## src/hdl/aptc_defines.vh

```
// Register offsets, field positions, reset values and trigger codes of the pair trigger controller
`ifndef APTC_DEFINES_VH
`define APTC_DEFINES_VH
`define APTC_OFF_GLOBAL_CONTROL 4'h0
`define APTC_OFF_PAIR_CONTROL_0 4'h4
`define APTC_OFF_PAIR_CONTROL_3 4'h8
`define APTC_OFF_PAIR_STATUS 4'hC
`define APTC_BIT_CONV_ON 15
`define APTC_BIT_IDLE_STOP 13
`define APTC_BIT_CLOCK_SELECT 12
`define APTC_BIT_GLOBAL_TRIG 10
`define APTC_BIT_FORMAT 8
`define APTC_BIT_IRQ_ENABLE 7
`define APTC_BIT_PENDING 6
`define APTC_BIT_SOFT_TRIG 5
`define APTC_GLOBAL_RESET 16'h0003
`define APTC_GLOBAL_WMASK 16'hB5FF
`define APTC_LOCKED_MASK 16'h11EF
`define APTC_PAIR_RESET 8'h00
`define APTC_TS_NONE 5'h00
`define APTC_TS_INDIV_SW 5'h01
`define APTC_TS_GLOBAL_SW 5'h02
`define APTC_TS_PWM_SPECIAL 5'h03
`define APTC_TS_PWM1_PRI 5'h04
`define APTC_TS_PWM2_PRI 5'h05
`define APTC_TS_PWM4_PRI 5'h07
`define APTC_TS_TMR1 5'h0C
`define APTC_TS_PWM1_SEC 5'h0E
`define APTC_TS_PWM2_SEC 5'h0F
`define APTC_TS_PWM4_SEC 5'h11
`define APTC_TS_PWM1_CL 5'h17
`define APTC_TS_PWM2_CL 5'h18
`define APTC_TS_PWM4_CL 5'h1A
`define APTC_TS_TMR2 5'h1F
`define APTC_AXI_OKAY 2'h0
`define APTC_AXI_SLVERR 2'h2
`endif

```

## src/hdl/aptc_pair_slot.v

```verilog
// One channel pair: trigger select, pending flag and self-clearing software trigger
`timescale 1ns/1ns
`include "aptc_defines.vh"
module aptc_pair_slot (
  input wire i_clk, // System clock
  input wire i_resetn, // Async reset, active low
  input wire i_run, // Converter on and not idle-stopped
  input wire [4:0] i_sel, // Trigger source selector
  input wire i_soft_trig, // Individual software trigger bit
  input wire i_global_trig, // Global software trigger bit
  input wire [10:0] i_hw_trig, // Hardware trigger events
  input wire i_grant, // Converter takes this pair now
  input wire i_done, // Converter finished this pair
  output reg o_pending, // Conversion pending
  output reg o_busy, // Conversion in the converter
  output wire o_soft_clear // Pending set while soft trigger on, drop soft trigger
);
  reg trig_fire;
  reg gsw_q_reg;
  // Trigger mux; reserved codes and code zero select nothing
  always @* begin
    case (i_sel)
      `APTC_TS_INDIV_SW: trig_fire = i_soft_trig;
      `APTC_TS_GLOBAL_SW: trig_fire = i_global_trig & ~gsw_q_reg;
      `APTC_TS_PWM_SPECIAL: trig_fire = i_hw_trig[0];
      `APTC_TS_PWM1_PRI: trig_fire = i_hw_trig[1];
      `APTC_TS_PWM2_PRI: trig_fire = i_hw_trig[2];
      `APTC_TS_PWM4_PRI: trig_fire = i_hw_trig[3];
      `APTC_TS_PWM1_SEC: trig_fire = i_hw_trig[4];
      `APTC_TS_PWM2_SEC: trig_fire = i_hw_trig[5];
      `APTC_TS_PWM4_SEC: trig_fire = i_hw_trig[6];
      `APTC_TS_PWM1_CL: trig_fire = i_hw_trig[7];
      `APTC_TS_PWM2_CL: trig_fire = i_hw_trig[8];
      `APTC_TS_PWM4_CL: trig_fire = i_hw_trig[9];
      `APTC_TS_TMR1: trig_fire = i_hw_trig[10];
      `APTC_TS_TMR2: trig_fire = i_hw_trig[10];
      default: trig_fire = 1'b0;
    endcase
  end
  // Timer2 shares bit 10 with timer1 here; the top swaps in the timer2 pulse for that code
  assign o_soft_clear = o_pending & i_soft_trig;
  // Pending holds the request until this pair's conversion is done; done also wins over a trigger in the same cycle
  always @(posedge i_clk or negedge i_resetn) begin
    if (!i_resetn) begin
      o_pending <= 1'b0;
      o_busy <= 1'b0;
      gsw_q_reg <= 1'b0;
    end else begin
      gsw_q_reg <= i_global_trig;
      if (i_run && trig_fire && !o_pending) begin
        o_pending <= 1'b1;
      end else if (i_done) begin
        o_pending <= 1'b0;
      end
      if (i_grant) begin
        o_busy <= 1'b1;
      end else if (i_done) begin
        o_busy <= 1'b0;
      end
    end
  end
endmodule

```

## src/hdl/aptc_top.v

```verilog
// Converter global control, pair trigger control and AXI4-Lite register slave
//
// Behaviour
// - Bit 15 turns converter on; resets off
// - Bit 13 halts converter while device idles
// - Bit 12 picks auxiliary or primary clock
// - Global trigger starts pairs selecting it
// - Every pair has independent trigger path
// - Pair byte: selector, irq, pending, trigger
// - Irq enable raises request on completion
// - Pending sets on trigger, clears when done
// - Soft trigger starts pair, auto clears
// - Busy converter holds request until free
// - Code 0 disables, code 1 individual
// - Code 00011 picks PWM special event
// - Codes pick PWM 1,2,4 primary
// - Codes pick PWM 1,2,4 secondary
// - Codes pick PWM 1,2,4 current limit
// - Codes pick timer1 and timer2 period
// - Last pair always flagged as internal reference
`timescale 1ns/1ns
`include "aptc_defines.vh"
module aptc_top #(
  parameter NPAIR = 3 // Pairs: 0, 1 and the reference pair
) (
  input wire i_clk, // System clock
  input wire i_resetn, // Async reset, active low
  input wire [3:0] i_awaddr, // Write address
  input wire i_awvalid, // Write address valid
  output reg o_awready, // Write address ready
  input wire [31:0] i_wdata, // Write data
  input wire [3:0] i_wstrb, // Write byte strobes
  input wire i_wvalid, // Write data valid
  output reg o_wready, // Write data ready
  output reg [1:0] o_bresp, // Write response
  output reg o_bvalid, // Write response valid
  input wire i_bready, // Write response ready
  input wire [3:0] i_araddr, // Read address
  input wire i_arvalid, // Read address valid
  output reg o_arready, // Read address ready
  output reg [31:0] o_rdata, // Read data
  output reg [1:0] o_rresp, // Read response
  output reg o_rvalid, // Read data valid
  input wire i_rready, // Read data ready
  input wire i_idle, // Device in idle mode
  input wire [10:0] i_hw_trig, // PWM and timer trigger pulses
  input wire i_timer2_trig, // Timer2 period match pulse
  input wire i_conv_done, // Converter finished the granted pair
  output reg o_conv_on, // Converter powered on
  output reg o_conv_clock_select, // 1 auxiliary PLL, 0 primary PLL
  output reg o_conv_start, // One-cycle start pulse to converter
  output reg [1:0] o_conv_pair, // Pair index being converted
  output reg o_conv_internal_ref, // Reference pair: set on every conversion of the last pair, clear on the others
  output reg [NPAIR-1:0] o_pair_irq // Conversion complete requests
);
  localparam ST_IDLE = 2'b01;
  localparam ST_CONV = 2'b10;
  reg [15:0] global_reg;
  reg [7:0] pair_reg [0:NPAIR-1];
  reg [1:0] state_reg;
  reg [1:0] cur_reg;
  reg [3:0] awaddr_reg;
  reg [31:0] wdata_reg;
  reg [3:0] wstrb_reg;
  reg aw_have_reg;
  reg w_have_reg;
  reg [1:0] rr_reg;
  wire [NPAIR-1:0] pend;
  wire [NPAIR-1:0] busy;
  wire [NPAIR-1:0] soft_clr;
  wire [NPAIR-1:0] grant;
  wire [NPAIR-1:0] done;
  wire run;
  wire do_write;
  reg [1:0] pick;
  reg pick_ok;
  reg [31:0] rd_val;
  reg rd_ok;
  integer k;
  integer idx;
  wire [15:0] locked_wr;
  wire [15:0] open_wr;
  // Frozen fields keep their value while on; only the run-time bits take the write
  assign locked_wr = (global_reg & `APTC_LOCKED_MASK)
    | (wdata_reg[15:0] & (`APTC_GLOBAL_WMASK & ~`APTC_LOCKED_MASK));
  assign open_wr = wdata_reg[15:0] & `APTC_GLOBAL_WMASK;
  // Converter runs only when on and not stopped by idle
  assign run = global_reg[`APTC_BIT_CONV_ON] & ~(global_reg[`APTC_BIT_IDLE_STOP] & i_idle);
  assign do_write = aw_have_reg & w_have_reg & ~o_bvalid;
  // One trigger path per pair, all independent
  genvar g;
  generate
    for (g = 0; g < NPAIR; g = g + 1) begin : gen_pair
      wire [10:0] trig_in;
      // Timer2 code aliases to the timer1 lane only if routed; swap in timer2 for that code
      assign trig_in = (pair_reg[g][4:0] == `APTC_TS_TMR2) ? {i_timer2_trig, i_hw_trig[9:0]} : i_hw_trig;
      assign grant[g] = o_conv_start & (o_conv_pair == g);
      assign done[g] = i_conv_done & (state_reg == ST_CONV) & (cur_reg == g);
      aptc_pair_slot u_slot (
        .i_clk(i_clk),
        .i_resetn(i_resetn),
        .i_run(run),
        .i_sel(pair_reg[g][4:0]),
        .i_soft_trig(pair_reg[g][`APTC_BIT_SOFT_TRIG]),
        .i_global_trig(global_reg[`APTC_BIT_GLOBAL_TRIG]),
        .i_hw_trig(trig_in),
        .i_grant(grant[g]),
        .i_done(done[g]),
        .o_pending(pend[g]),
        .o_busy(busy[g]),
        .o_soft_clear(soft_clr[g])
      );
    end
  endgenerate
  // Round robin over waiting pairs so none starves while the converter is shared
  always @* begin
    pick = 2'h0;
    pick_ok = 1'b0;
    idx = 0;
    for (k = NPAIR - 1; k >= 0; k = k - 1) begin
      idx = (k + rr_reg) % NPAIR;
      if (pend[idx] && !busy[idx]) begin
        pick = idx[1:0];
        pick_ok = 1'b1;
      end
    end
  end
  // Sequencer: one conversion at a time, waiting pairs stay pending
  always @(posedge i_clk or negedge i_resetn) begin
    if (!i_resetn) begin
      state_reg <= ST_IDLE;
      cur_reg <= 2'h0;
      rr_reg <= 2'h0;
      o_conv_start <= 1'b0;
      o_conv_pair <= 2'h0;
      o_conv_internal_ref <= 1'b0;
      o_pair_irq <= {NPAIR{1'b0}};
    end else begin
      o_conv_start <= 1'b0;
      for (k = 0; k < NPAIR; k = k + 1) begin
        o_pair_irq[k] <= done[k] & pair_reg[k][`APTC_BIT_IRQ_ENABLE];
      end
      case (state_reg)
        ST_IDLE: begin
          if (run && pick_ok && !o_conv_start) begin
            o_conv_start <= 1'b1;
            o_conv_pair <= pick;
            o_conv_internal_ref <= (pick == NPAIR - 1);
            cur_reg <= pick;
            rr_reg <= (pick == NPAIR - 1) ? 2'h0 : pick + 2'h1;
            state_reg <= ST_CONV;
          end
        end
        ST_CONV: begin
          if (i_conv_done || !global_reg[`APTC_BIT_CONV_ON]) begin
            state_reg <= ST_IDLE;
          end
        end
        default: begin
          state_reg <= ST_IDLE;
        end
      endcase
    end
  end
  // Write channel: address and data taken in either order, response after both
  always @(posedge i_clk or negedge i_resetn) begin
    if (!i_resetn) begin
      aw_have_reg <= 1'b0;
      w_have_reg <= 1'b0;
      awaddr_reg <= 4'h0;
      wdata_reg <= 32'h0;
      wstrb_reg <= 4'h0;
      o_awready <= 1'b0;
      o_wready <= 1'b0;
      o_bvalid <= 1'b0;
      o_bresp <= `APTC_AXI_OKAY;
    end else begin
      o_awready <= ~aw_have_reg & ~o_awready & i_awvalid;
      o_wready <= ~w_have_reg & ~o_wready & i_wvalid;
      if (o_awready && i_awvalid) begin
        aw_have_reg <= 1'b1;
        awaddr_reg <= i_awaddr;
      end
      if (o_wready && i_wvalid) begin
        w_have_reg <= 1'b1;
        wdata_reg <= i_wdata;
        wstrb_reg <= i_wstrb;
      end
      if (do_write) begin
        o_bvalid <= 1'b1;
        o_bresp <= (awaddr_reg == `APTC_OFF_PAIR_STATUS || awaddr_reg[1:0] != 2'h0) ? `APTC_AXI_SLVERR : `APTC_AXI_OKAY;
        aw_have_reg <= 1'b0;
        w_have_reg <= 1'b0;
      end else if (o_bvalid && i_bready) begin
        o_bvalid <= 1'b0;
      end
    end
  end
  // Register file; hardware sets of pending and clears of soft trigger win over software
  always @(posedge i_clk or negedge i_resetn) begin
    if (!i_resetn) begin
      global_reg <= `APTC_GLOBAL_RESET;
      for (k = 0; k < NPAIR; k = k + 1) begin
        pair_reg[k] <= `APTC_PAIR_RESET;
      end
      o_conv_on <= 1'b0;
      o_conv_clock_select <= 1'b0;
    end else begin
      if (do_write && awaddr_reg == `APTC_OFF_GLOBAL_CONTROL) begin
        // Configuration fields freeze while the converter is on
        if (global_reg[`APTC_BIT_CONV_ON]) begin
          if (wstrb_reg[1]) begin
            global_reg[15:8] <= locked_wr[15:8];
          end
        end else begin
          if (wstrb_reg[0]) begin
            global_reg[7:0] <= open_wr[7:0];
          end
          if (wstrb_reg[1]) begin
            global_reg[15:8] <= open_wr[15:8];
          end
        end
      end
      for (k = 0; k < NPAIR; k = k + 1) begin
        if (do_write && ((k < 2 && awaddr_reg == `APTC_OFF_PAIR_CONTROL_0 && wstrb_reg[k])
            || (k == 2 && awaddr_reg == `APTC_OFF_PAIR_CONTROL_3 && wstrb_reg[0]))) begin
          pair_reg[k] <= (k < 2) ? wdata_reg[8*(k%2)+:8] : wdata_reg[7:0];
        end
        if (soft_clr[k]) begin
          pair_reg[k][`APTC_BIT_SOFT_TRIG] <= 1'b0;
        end
      end
      o_conv_on <= global_reg[`APTC_BIT_CONV_ON] & ~(global_reg[`APTC_BIT_IDLE_STOP] & i_idle);
      o_conv_clock_select <= global_reg[`APTC_BIT_CLOCK_SELECT];
    end
  end
  // Read decode; pending shows live hardware state
  always @* begin
    rd_val = 32'h0;
    rd_ok = 1'b1;
    case (i_araddr)
      `APTC_OFF_GLOBAL_CONTROL: rd_val = {16'h0, global_reg};
      `APTC_OFF_PAIR_CONTROL_0: rd_val = {16'h0, pair_reg[1][7], pend[1], pair_reg[1][5:0],
        pair_reg[0][7], pend[0], pair_reg[0][5:0]};
      `APTC_OFF_PAIR_CONTROL_3: rd_val = {24'h0, pair_reg[2][7], pend[2], pair_reg[2][5:0]};
      `APTC_OFF_PAIR_STATUS: rd_val = {26'h0, state_reg == ST_CONV, busy[2] | busy[1] | busy[0], 1'b0, pend};
      default: rd_ok = 1'b0;
    endcase
  end
  // Read channel: address taken, data one cycle later
  always @(posedge i_clk or negedge i_resetn) begin
    if (!i_resetn) begin
      o_arready <= 1'b0;
      o_rvalid <= 1'b0;
      o_rdata <= 32'h0;
      o_rresp <= `APTC_AXI_OKAY;
    end else begin
      o_arready <= ~o_arready & ~o_rvalid & i_arvalid;
      if (o_arready && i_arvalid) begin
        o_rvalid <= 1'b1;
        o_rdata <= rd_val;
        o_rresp <= rd_ok ? `APTC_AXI_OKAY : `APTC_AXI_SLVERR;
      end else if (o_rvalid && i_rready) begin
        o_rvalid <= 1'b0;
      end
    end
  end
endmodule

```

## config.mk

```make
export PLATFORM = sky130hd
export DESIGN_NAME = aptc_top
export DESIGN_NICKNAME = d
export VERILOG_FILES = /design/src/hdl/aptc_pair_slot.v /design/src/hdl/aptc_top.v
export VERILOG_INCLUDE_DIRS = /design/src /design/src/hdl
export SDC_FILE = /design/constraint.sdc
export NUM_CORES = 1
export LEC_CHECK = 0
export BUFFER_PORTS_ARGS = -buffer_cell sky130_fd_sc_hd__buf_2
export CORE_MARGIN = 2
export CORE_UTILIZATION = 59
export CTS_BUF_LIST = sky130_fd_sc_hd__clkbuf_4 sky130_fd_sc_hd__clkbuf_8 sky130_fd_sc_hd__clkbuf_16
export DETAILED_ROUTE_END_ITERATION = 10
export PLACE_DENSITY = 0.85
export SYNTH_ARGS = -nofsm -noshare
export SYNTH_HDL_FRONTEND = slang
export SYNTH_HIERARCHICAL = 1
export SYNTH_SLANG_ARGS = --single-unit
```

## constraint.sdc

```tcl
create_clock -name i_clk -period 5.4 [get_ports i_clk]
set_input_delay 0.54 -clock i_clk [delete_from_list [all_inputs] [get_ports i_clk]]
set_output_delay 0.54 -clock i_clk [all_outputs]
set_load 0.01 [all_outputs]
```

==> flow_metrics.tcl, run 1 <==
set metrics [dict create \
    gp_congestion 0.9482 \
    grt_max_degree 63 \
    drtIter0Drc 307 \
    tightest_slew_ns 0.9015 \
    report.final.slew_viol_count 0 \
    grt_pass1_vias 3984 \
    critPathKind "reg -> reg" \
    yosys.cell_types.count 58 \
    overflow 0 \
    hp-class "in -> async" \
    cts_buffer_depth 2 \
    ir_drop_uv 284.4 \
    via_per_inst 6.075 \
    clk_latency_ns 0.36 \
    fin_area_um2 5894 \
    switching_share 0.3622 \
    dr.pass1.iters 5 \
    setup_viol 0 \
    yosysSeqAreaShare 0.4769 \
    die_w_um 99.32 \
    dpl-instance-area_um2 5709 \
    fmax_mhz 456.6 \
    grtUsageTotal 0.2478 \
    synth_enable_flop_cells 0 \
    ctsHtreeMaxLevel 3 \
    ys_ff_latch 102 \
    dieArea_um2 9863 \
    avgRoutedWirePerCell_um 18.03 \
    async_reset_ff_frac 1.000 \
    tns_ns 0 \
    critPathMaxFanout 8 \
    grt_pass1_wl_mm 19.41 \
    maxCapViolations 0 \
    layout.nets 611 \
    final_cell_mix "dfrtp_1 (99), buf_2 (76), mux2_2 (58), nand2_1 (35), nor2_1 (23)" \
    crit_arrival_ns 2.44 \
    cts-hold-fix-buffers 0 \
    post-route-util 0.6726 \
    slew_headroom 0.3976 \
    cts_sinks 102 \
    rsz0062_at_grt "false" \
    seqPwrFrac 0.531 \
    fp.dieH_um 99.32 \
    coreArea_um2 8763 \
    fin_crit_ns 2.190 \
    postCtsSetupRepairBufs 0 \
    dominantRegCellSynth "dfrtp_1" \
    required_ns 5.65 \
    drt_wl_total_mm 11.81 \
    p_total_uw 2506 \
    leakagePower_uw 0.002812 \
    syn_area_um2 5360 \
    pwr-share-comb 0.288 \
    diodes 0 \
    yosys_warnings 6 \
    timing.clock.skew_ns 0.01022 \
    hold_viol_final 0 \
    io_pins 115 \
    startpoint_type "flip-flop" \
    critPathCaptureType "flip-flop" \
    cts_tree "done" \
    cts-root-buf "clkbuf_8" \
    largest_reg_flops 21 \
    start_util 0.6117 \
    clock_power_share 0.182 \
    core.rowCount 34 \
    areaGrowthSynthToFinish_pct 9.967 \
    antenna_found_initial 0 \
    syn_inst 474 \
    drc 0 \
    ant_nets 0 \
    hold_ws_ns 0.1240 \
    hpwl_mm 8.533 \
    cts_buffers 9 \
    power_density_nw_per_um2 425.2 \
    status "finished clean" \
    avgSynthCellArea_um2 11.31 \
    p_switching_uw 907.7 \
    vias 3979 \
    p_int_uw 1599 \
    final_common_cell "dfrtp_1" \
    cts_resized 0 \
    layout-drive-gt1-share 0.3236 \
    io_buffers 77 \
    period_share 0.4056 \
    clkTransAtPathRegs_ns 0.10 \
]
-- final timing paths --
path,startpoint,to,slack [ns],depth (start not counted)
max,rr_reg[0],cur_reg[1],3.21,7
max reg2reg,rr_reg[0],cur_reg[1],3.21,7
max in group asynchronous,i_resetn,gen_pair[0].u_slot/o_pending,4.12,2
min reg2reg,global_reg[12],o_conv_clock_select,0.42,0
min in group i_clk,i_bready,o_bvalid,0.34,2
min,i_resetn,awaddr_reg[2],0.12,1
-- critical path, stage by stage, from the launching register on --
cell and delay (ns):
dfrtp_1 0.38, inv_1 0.08, ha_1 0.38, nor4b_1 0.45
nor2_1 0.12, nand2_2 0.11, o2111ai_4 0.19, mux2_1 0.36
-- layer usage --
| metal | share of wire | vias up | GRT usage |
|---|---|---|---|
| met5 | 0 | - | 0 |
| met3 | 0.060 | 23 | 0.06184 |
| met1 | 0.41 | 1986 | 0.3157 |
| li1 | - | 1824 | - |
| met2 | 0.51 | 146 | 0.4246 |
| met4 | 0.019 | 0 | 0.06744 |
-- final cells by class --
cell class | count | area (um2)
fill | 691 | 2869
sequential | 102 | 2556
multi-input combinational | 332 | 2547
timing repair buffer | 79 | 402.9
clock buffer | 11 | 145.1
tap | 108 | 135.1
inverter | 18 | 67.56
clock inverter | 5 | 40.04
-- kinds of logic (layout without fill, tap and decap cells) --
group                    count (synthesis)  count (layout)  share of synthesized area
AO/OA/AOI/OAI                           84              84                     0.1139
AND/OR/NAND/NOR                        144             144                     0.1613
XOR/XNOR                                 3               3                   0.004903
multiplexers                            79              79                     0.1732
adder cells (fa/ha/maj)                  4               4                   0.009337
other                                    1              18                  0.0006996
flip-flops                             102             102                     0.4769
buffers and inverters                   57             113                    0.05976
-- cell usage after synthesis (2+ instances only) --
cell      number  area, um2
o21ai_0       15      75.07
mux2_1         2      22.52
mux4_2         5      112.6
a221o_1        3      30.03
clkbuf_1       5      18.77
and3_1         5      31.28
mux2i_1       14      140.1
a21o_1         3      22.52
xnor2_1        3      26.28
a22oi_1        7      52.55
nor2b_1        6      37.54
a21boi_0       6      45.04
nand4_1        3      18.77
buf_6          3      33.78
nand2_1       35      131.4
ha_1           4      50.05
dfstp_2        3      78.83
a31oi_1        3      18.77
nor3_1         7      35.03
nand3_1       13      65.06
buf_2         13      65.06
a22o_1        11      96.34
inv_1         18      67.56
nor2_1        23      86.33
and3b_1        3      26.28
o31ai_1        6      45.04
buf_4         18      135.1
nor4bb_1       4      40.04
nor4b_1        3      26.28
a41oi_1        3      26.28
dfrtp_1       99       2477
nand3b_1       3      22.52
o21ai_1        3      15.01
o211ai_1       4      30.03
nor3b_1       13      97.59
nor3_2         2      20.02
or3_1          2      12.51
mux2_2        58      653.1
and2_1         9      56.30
nand2b_4       3      41.29
a21oi_1       11      55.05
a311oi_1       3      26.28
a211oi_1       2      15.01
-- power by group through the flow --
stage	Sequential (uW)	Clock, uW	Combinational, uW
floorplan	1210	0	612
global placement	1310	0	683
finish	1330	455	721
CTS	1320	459	725
detailed placement	1340	0	721
global route	1370	492	799
-- through the flow --
step	setup slack [ns]	instances
6_report	3.210	655
5_1_grt	3.071	655
4_1_cts	3.197	655
3_5_place_dp	3.223	639
3_3_place_gp	3.287	639
2_1_floorplan	3.405	491
No activity file was read; power rests on OpenSTA's default activity.
==> run 2: changes to the inputs <==
--- a/config.mk
+++ b/config.mk
@@ -8,10 +8,10 @@
 export LEC_CHECK = 0
 export BUFFER_PORTS_ARGS = -buffer_cell sky130_fd_sc_hd__buf_2
 export CORE_MARGIN = 2
-export CORE_UTILIZATION = 59
+export CORE_UTILIZATION = 50
 export CTS_BUF_LIST = sky130_fd_sc_hd__clkbuf_4 sky130_fd_sc_hd__clkbuf_8 sky130_fd_sc_hd__clkbuf_16
 export DETAILED_ROUTE_END_ITERATION = 10
-export PLACE_DENSITY = 0.85
+export PLACE_DENSITY = 0.77
 export SYNTH_ARGS = -nofsm -noshare
 export SYNTH_HDL_FRONTEND = slang
 export SYNTH_HIERARCHICAL = 1
==> constraint.sdc (replaced) <==
create_clock -name i_clk -period 1.8 [get_ports i_clk]
set_input_delay 0.18 -clock i_clk [delete_from_list [all_inputs] [get_ports i_clk]]
set_output_delay 0.18 -clock i_clk [all_outputs]
set_load 0.01 [all_outputs]
==> run 2 against run 1 <==
  * The run now ends with negative setup slack left
  * Count of clock-buffer cells in the layout decreased by 2
  * Global-route usage decreased by 1.9 points
  * First-iteration DRC count is 9.4% lower
  * Clock skew increased by 0.0066 ns
  * Setup slack worse by 3.3 ns
  * Non-clock buffer count is 50 higher
  * Die area up 17%
  * Critical path type unchanged
==> flow_metrics.tcl, run 2 (same netlist as run 1, synthesis figures left out) <==
set metrics [dict create \
    grt_pass1_vias 4088 \
    via_per_inst 5.608 \
    fp.dieH_um 107.5 \
    cp-startpoint "rr_reg[0]" \
    fin_crit_ns 1.895 \
    layout.nets 661 \
    status "finished with violations" \
    io_buffers 77 \
    drt_wl_total_mm 12.78 \
    violations "negative setup slack" \
    clk_latency_ns 0.37 \
    coreArea_um2 10370 \
    dieArea_um2 11560 \
    overflow 0 \
    nFillCells 803 \
    areaGrowthSynthToFinish_pct 21.90 \
    timing.clock.skew_ns 0.01679 \
    diodes 0 \
    cts-root-buf "clkbuf_8" \
    cts_tree "done" \
    dr.pass1.iters 5 \
    critPathKind "reg -> reg" \
    ant_nets 0 \
    critPathMaxFanout 4 \
    die_w_um 107.5 \
    cts_sinks 102 \
    hpwl_mm 9.295 \
    fin_area_um2 6534 \
    period_share 1.053 \
    slew_headroom 0.5730 \
    start_util 0.5169 \
    hold_viol_final 0 \
    final_cell_mix "dfrtp_1 (99), buf_2 (76), mux2_2 (53), buf_4 (47), nand2_1 (34)" \
    grtUsageTotal 0.2292 \
    post-route-util 0.6301 \
    drc 0 \
    report.final.slew_viol_count 0 \
    setup_viol 6 \
    hp-class "in -> reg" \
    ctsHtreeMaxLevel 3 \
    grt_pass1_wl_mm 20.45 \
    critPathCaptureType "flip-flop" \
    p_total_uw 8287 \
    avgRoutedWirePerCell_um 17.43 \
    vias 4111 \
    clkTransAtPathRegs_ns 0.11 \
    cts_buffer_depth 2 \
    ir_drop_uv 658.2 \
    setup_slack_ns -0.09453 \
    worstHoldStart "i_wdata[2]" \
    startpoint_type "flip-flop" \
    reg2reg_from "rr_reg[0]" \
    dpl-instance-area_um2 6098 \
    grt_max_degree 63 \
    maxCapViolations 0 \
    drtIter0Drc 278 \
    final_common_cell "dfrtp_1" \
    cts_buffers 9 \
    rsz0062_at_grt "true" \
    antenna_found_initial 0 \
    fmax_mhz 527.8 \
    required_ns 2.06 \
    leakagePower_uw 0.003130 \
    crit_arrival_ns 2.15 \
    power_density_nw_per_um2 1268 \
    io_pins 115 \
    largest_reg_flops 21 \
    tightest_slew_ns 0.6370 \
    layout-drive-gt1-share 0.4221 \
    gp_congestion 0.9394 \
    core.rowCount 37 \
]
-- run 2: path summary, 6_finish.rpt --
path / endpoint / slack [ns] / depth (start not counted)
worst max-delay path: cur_reg[1] / -0.09 / 7
worst min-delay path: wdata_reg[2] / 0.03 / 2
worst max register to register: cur_reg[1] / -0.09 / 7
worst min register to register: o_conv_clock_select / 0.43 / 0
max in group asynchronous: state_reg[0] / 0.89 / 3
min in group asynchronous: o_awready / 0.23 / 2
-- run 2: layout make-up --
type	instances	area (um2)	area share
multi-input cells	332	2729	0.4177
well taps	136	170.2	0.02604
clock buffers	9	123.9	0.01896
repair buffers	129	805.8	0.1233
clock inverters	7	81.33	0.01245
flip-flops and latches	102	2556	0.3912
inverters	18	67.56	0.01034
-- run 2: report_power, final --
group          leakage, uW  switching (uW)  total (uW)  internal [uW]
registers          0.00133             673        3720           3040
logic              0.00170            1470        3080           1610
clock network    0.0000993             826        1490            662
total              0.00313            2970        8290           5320
-- run 2: per-stage QoR --
| stage | cells | hold slack [ns] | setup WS [ns] | setup TNS [ns] |
|---|---|---|---|---|
| finish | 733 | 0.03314 | -0.09453 | -0.4327 |
| global route | 733 | 0.008155 | -0.2166 | -1.464 |
| CTS | 729 | 0.01363 | -0.09226 | -0.4251 |
| detailed placement | 707 | 0.07784 | -0.1578 | -0.9129 |
| global placement | 707 | 0.07859 | -0.1124 | -0.4911 |
| floorplan | 491 | -0.1156 | -0.1295 | -0.2591 |
-- run 2: what timing repair did --
item	4_1_cts	5_1_grt
resized for setup	15	17
endpoints found under the setup margin	10	16
gates cloned	0	0
hold buffers	3	0
buffers inserted	3	4
endpoints found under the hold margin	21	0
pin swaps	9	7
-- run 2: worst max-delay path: stages (launching register included) --
cell and delay (ns):
dfrtp_1 0.44, inv_2 0.10, ha_4 0.16, and4bb_1 0.23, nor3_2 0.18, nand2_2 0.11
o2111ai_4 0.24, mux2_4 0.33
-- run 2: per-layer routing --
metal  track usage  routed length, um  vias up
met2        0.3733               6163      134
met1        0.3070               5679     2031
met5             0                  0        -
met4       0.07143                235        0
met3       0.04964                697       23
li1              -                  -     1923
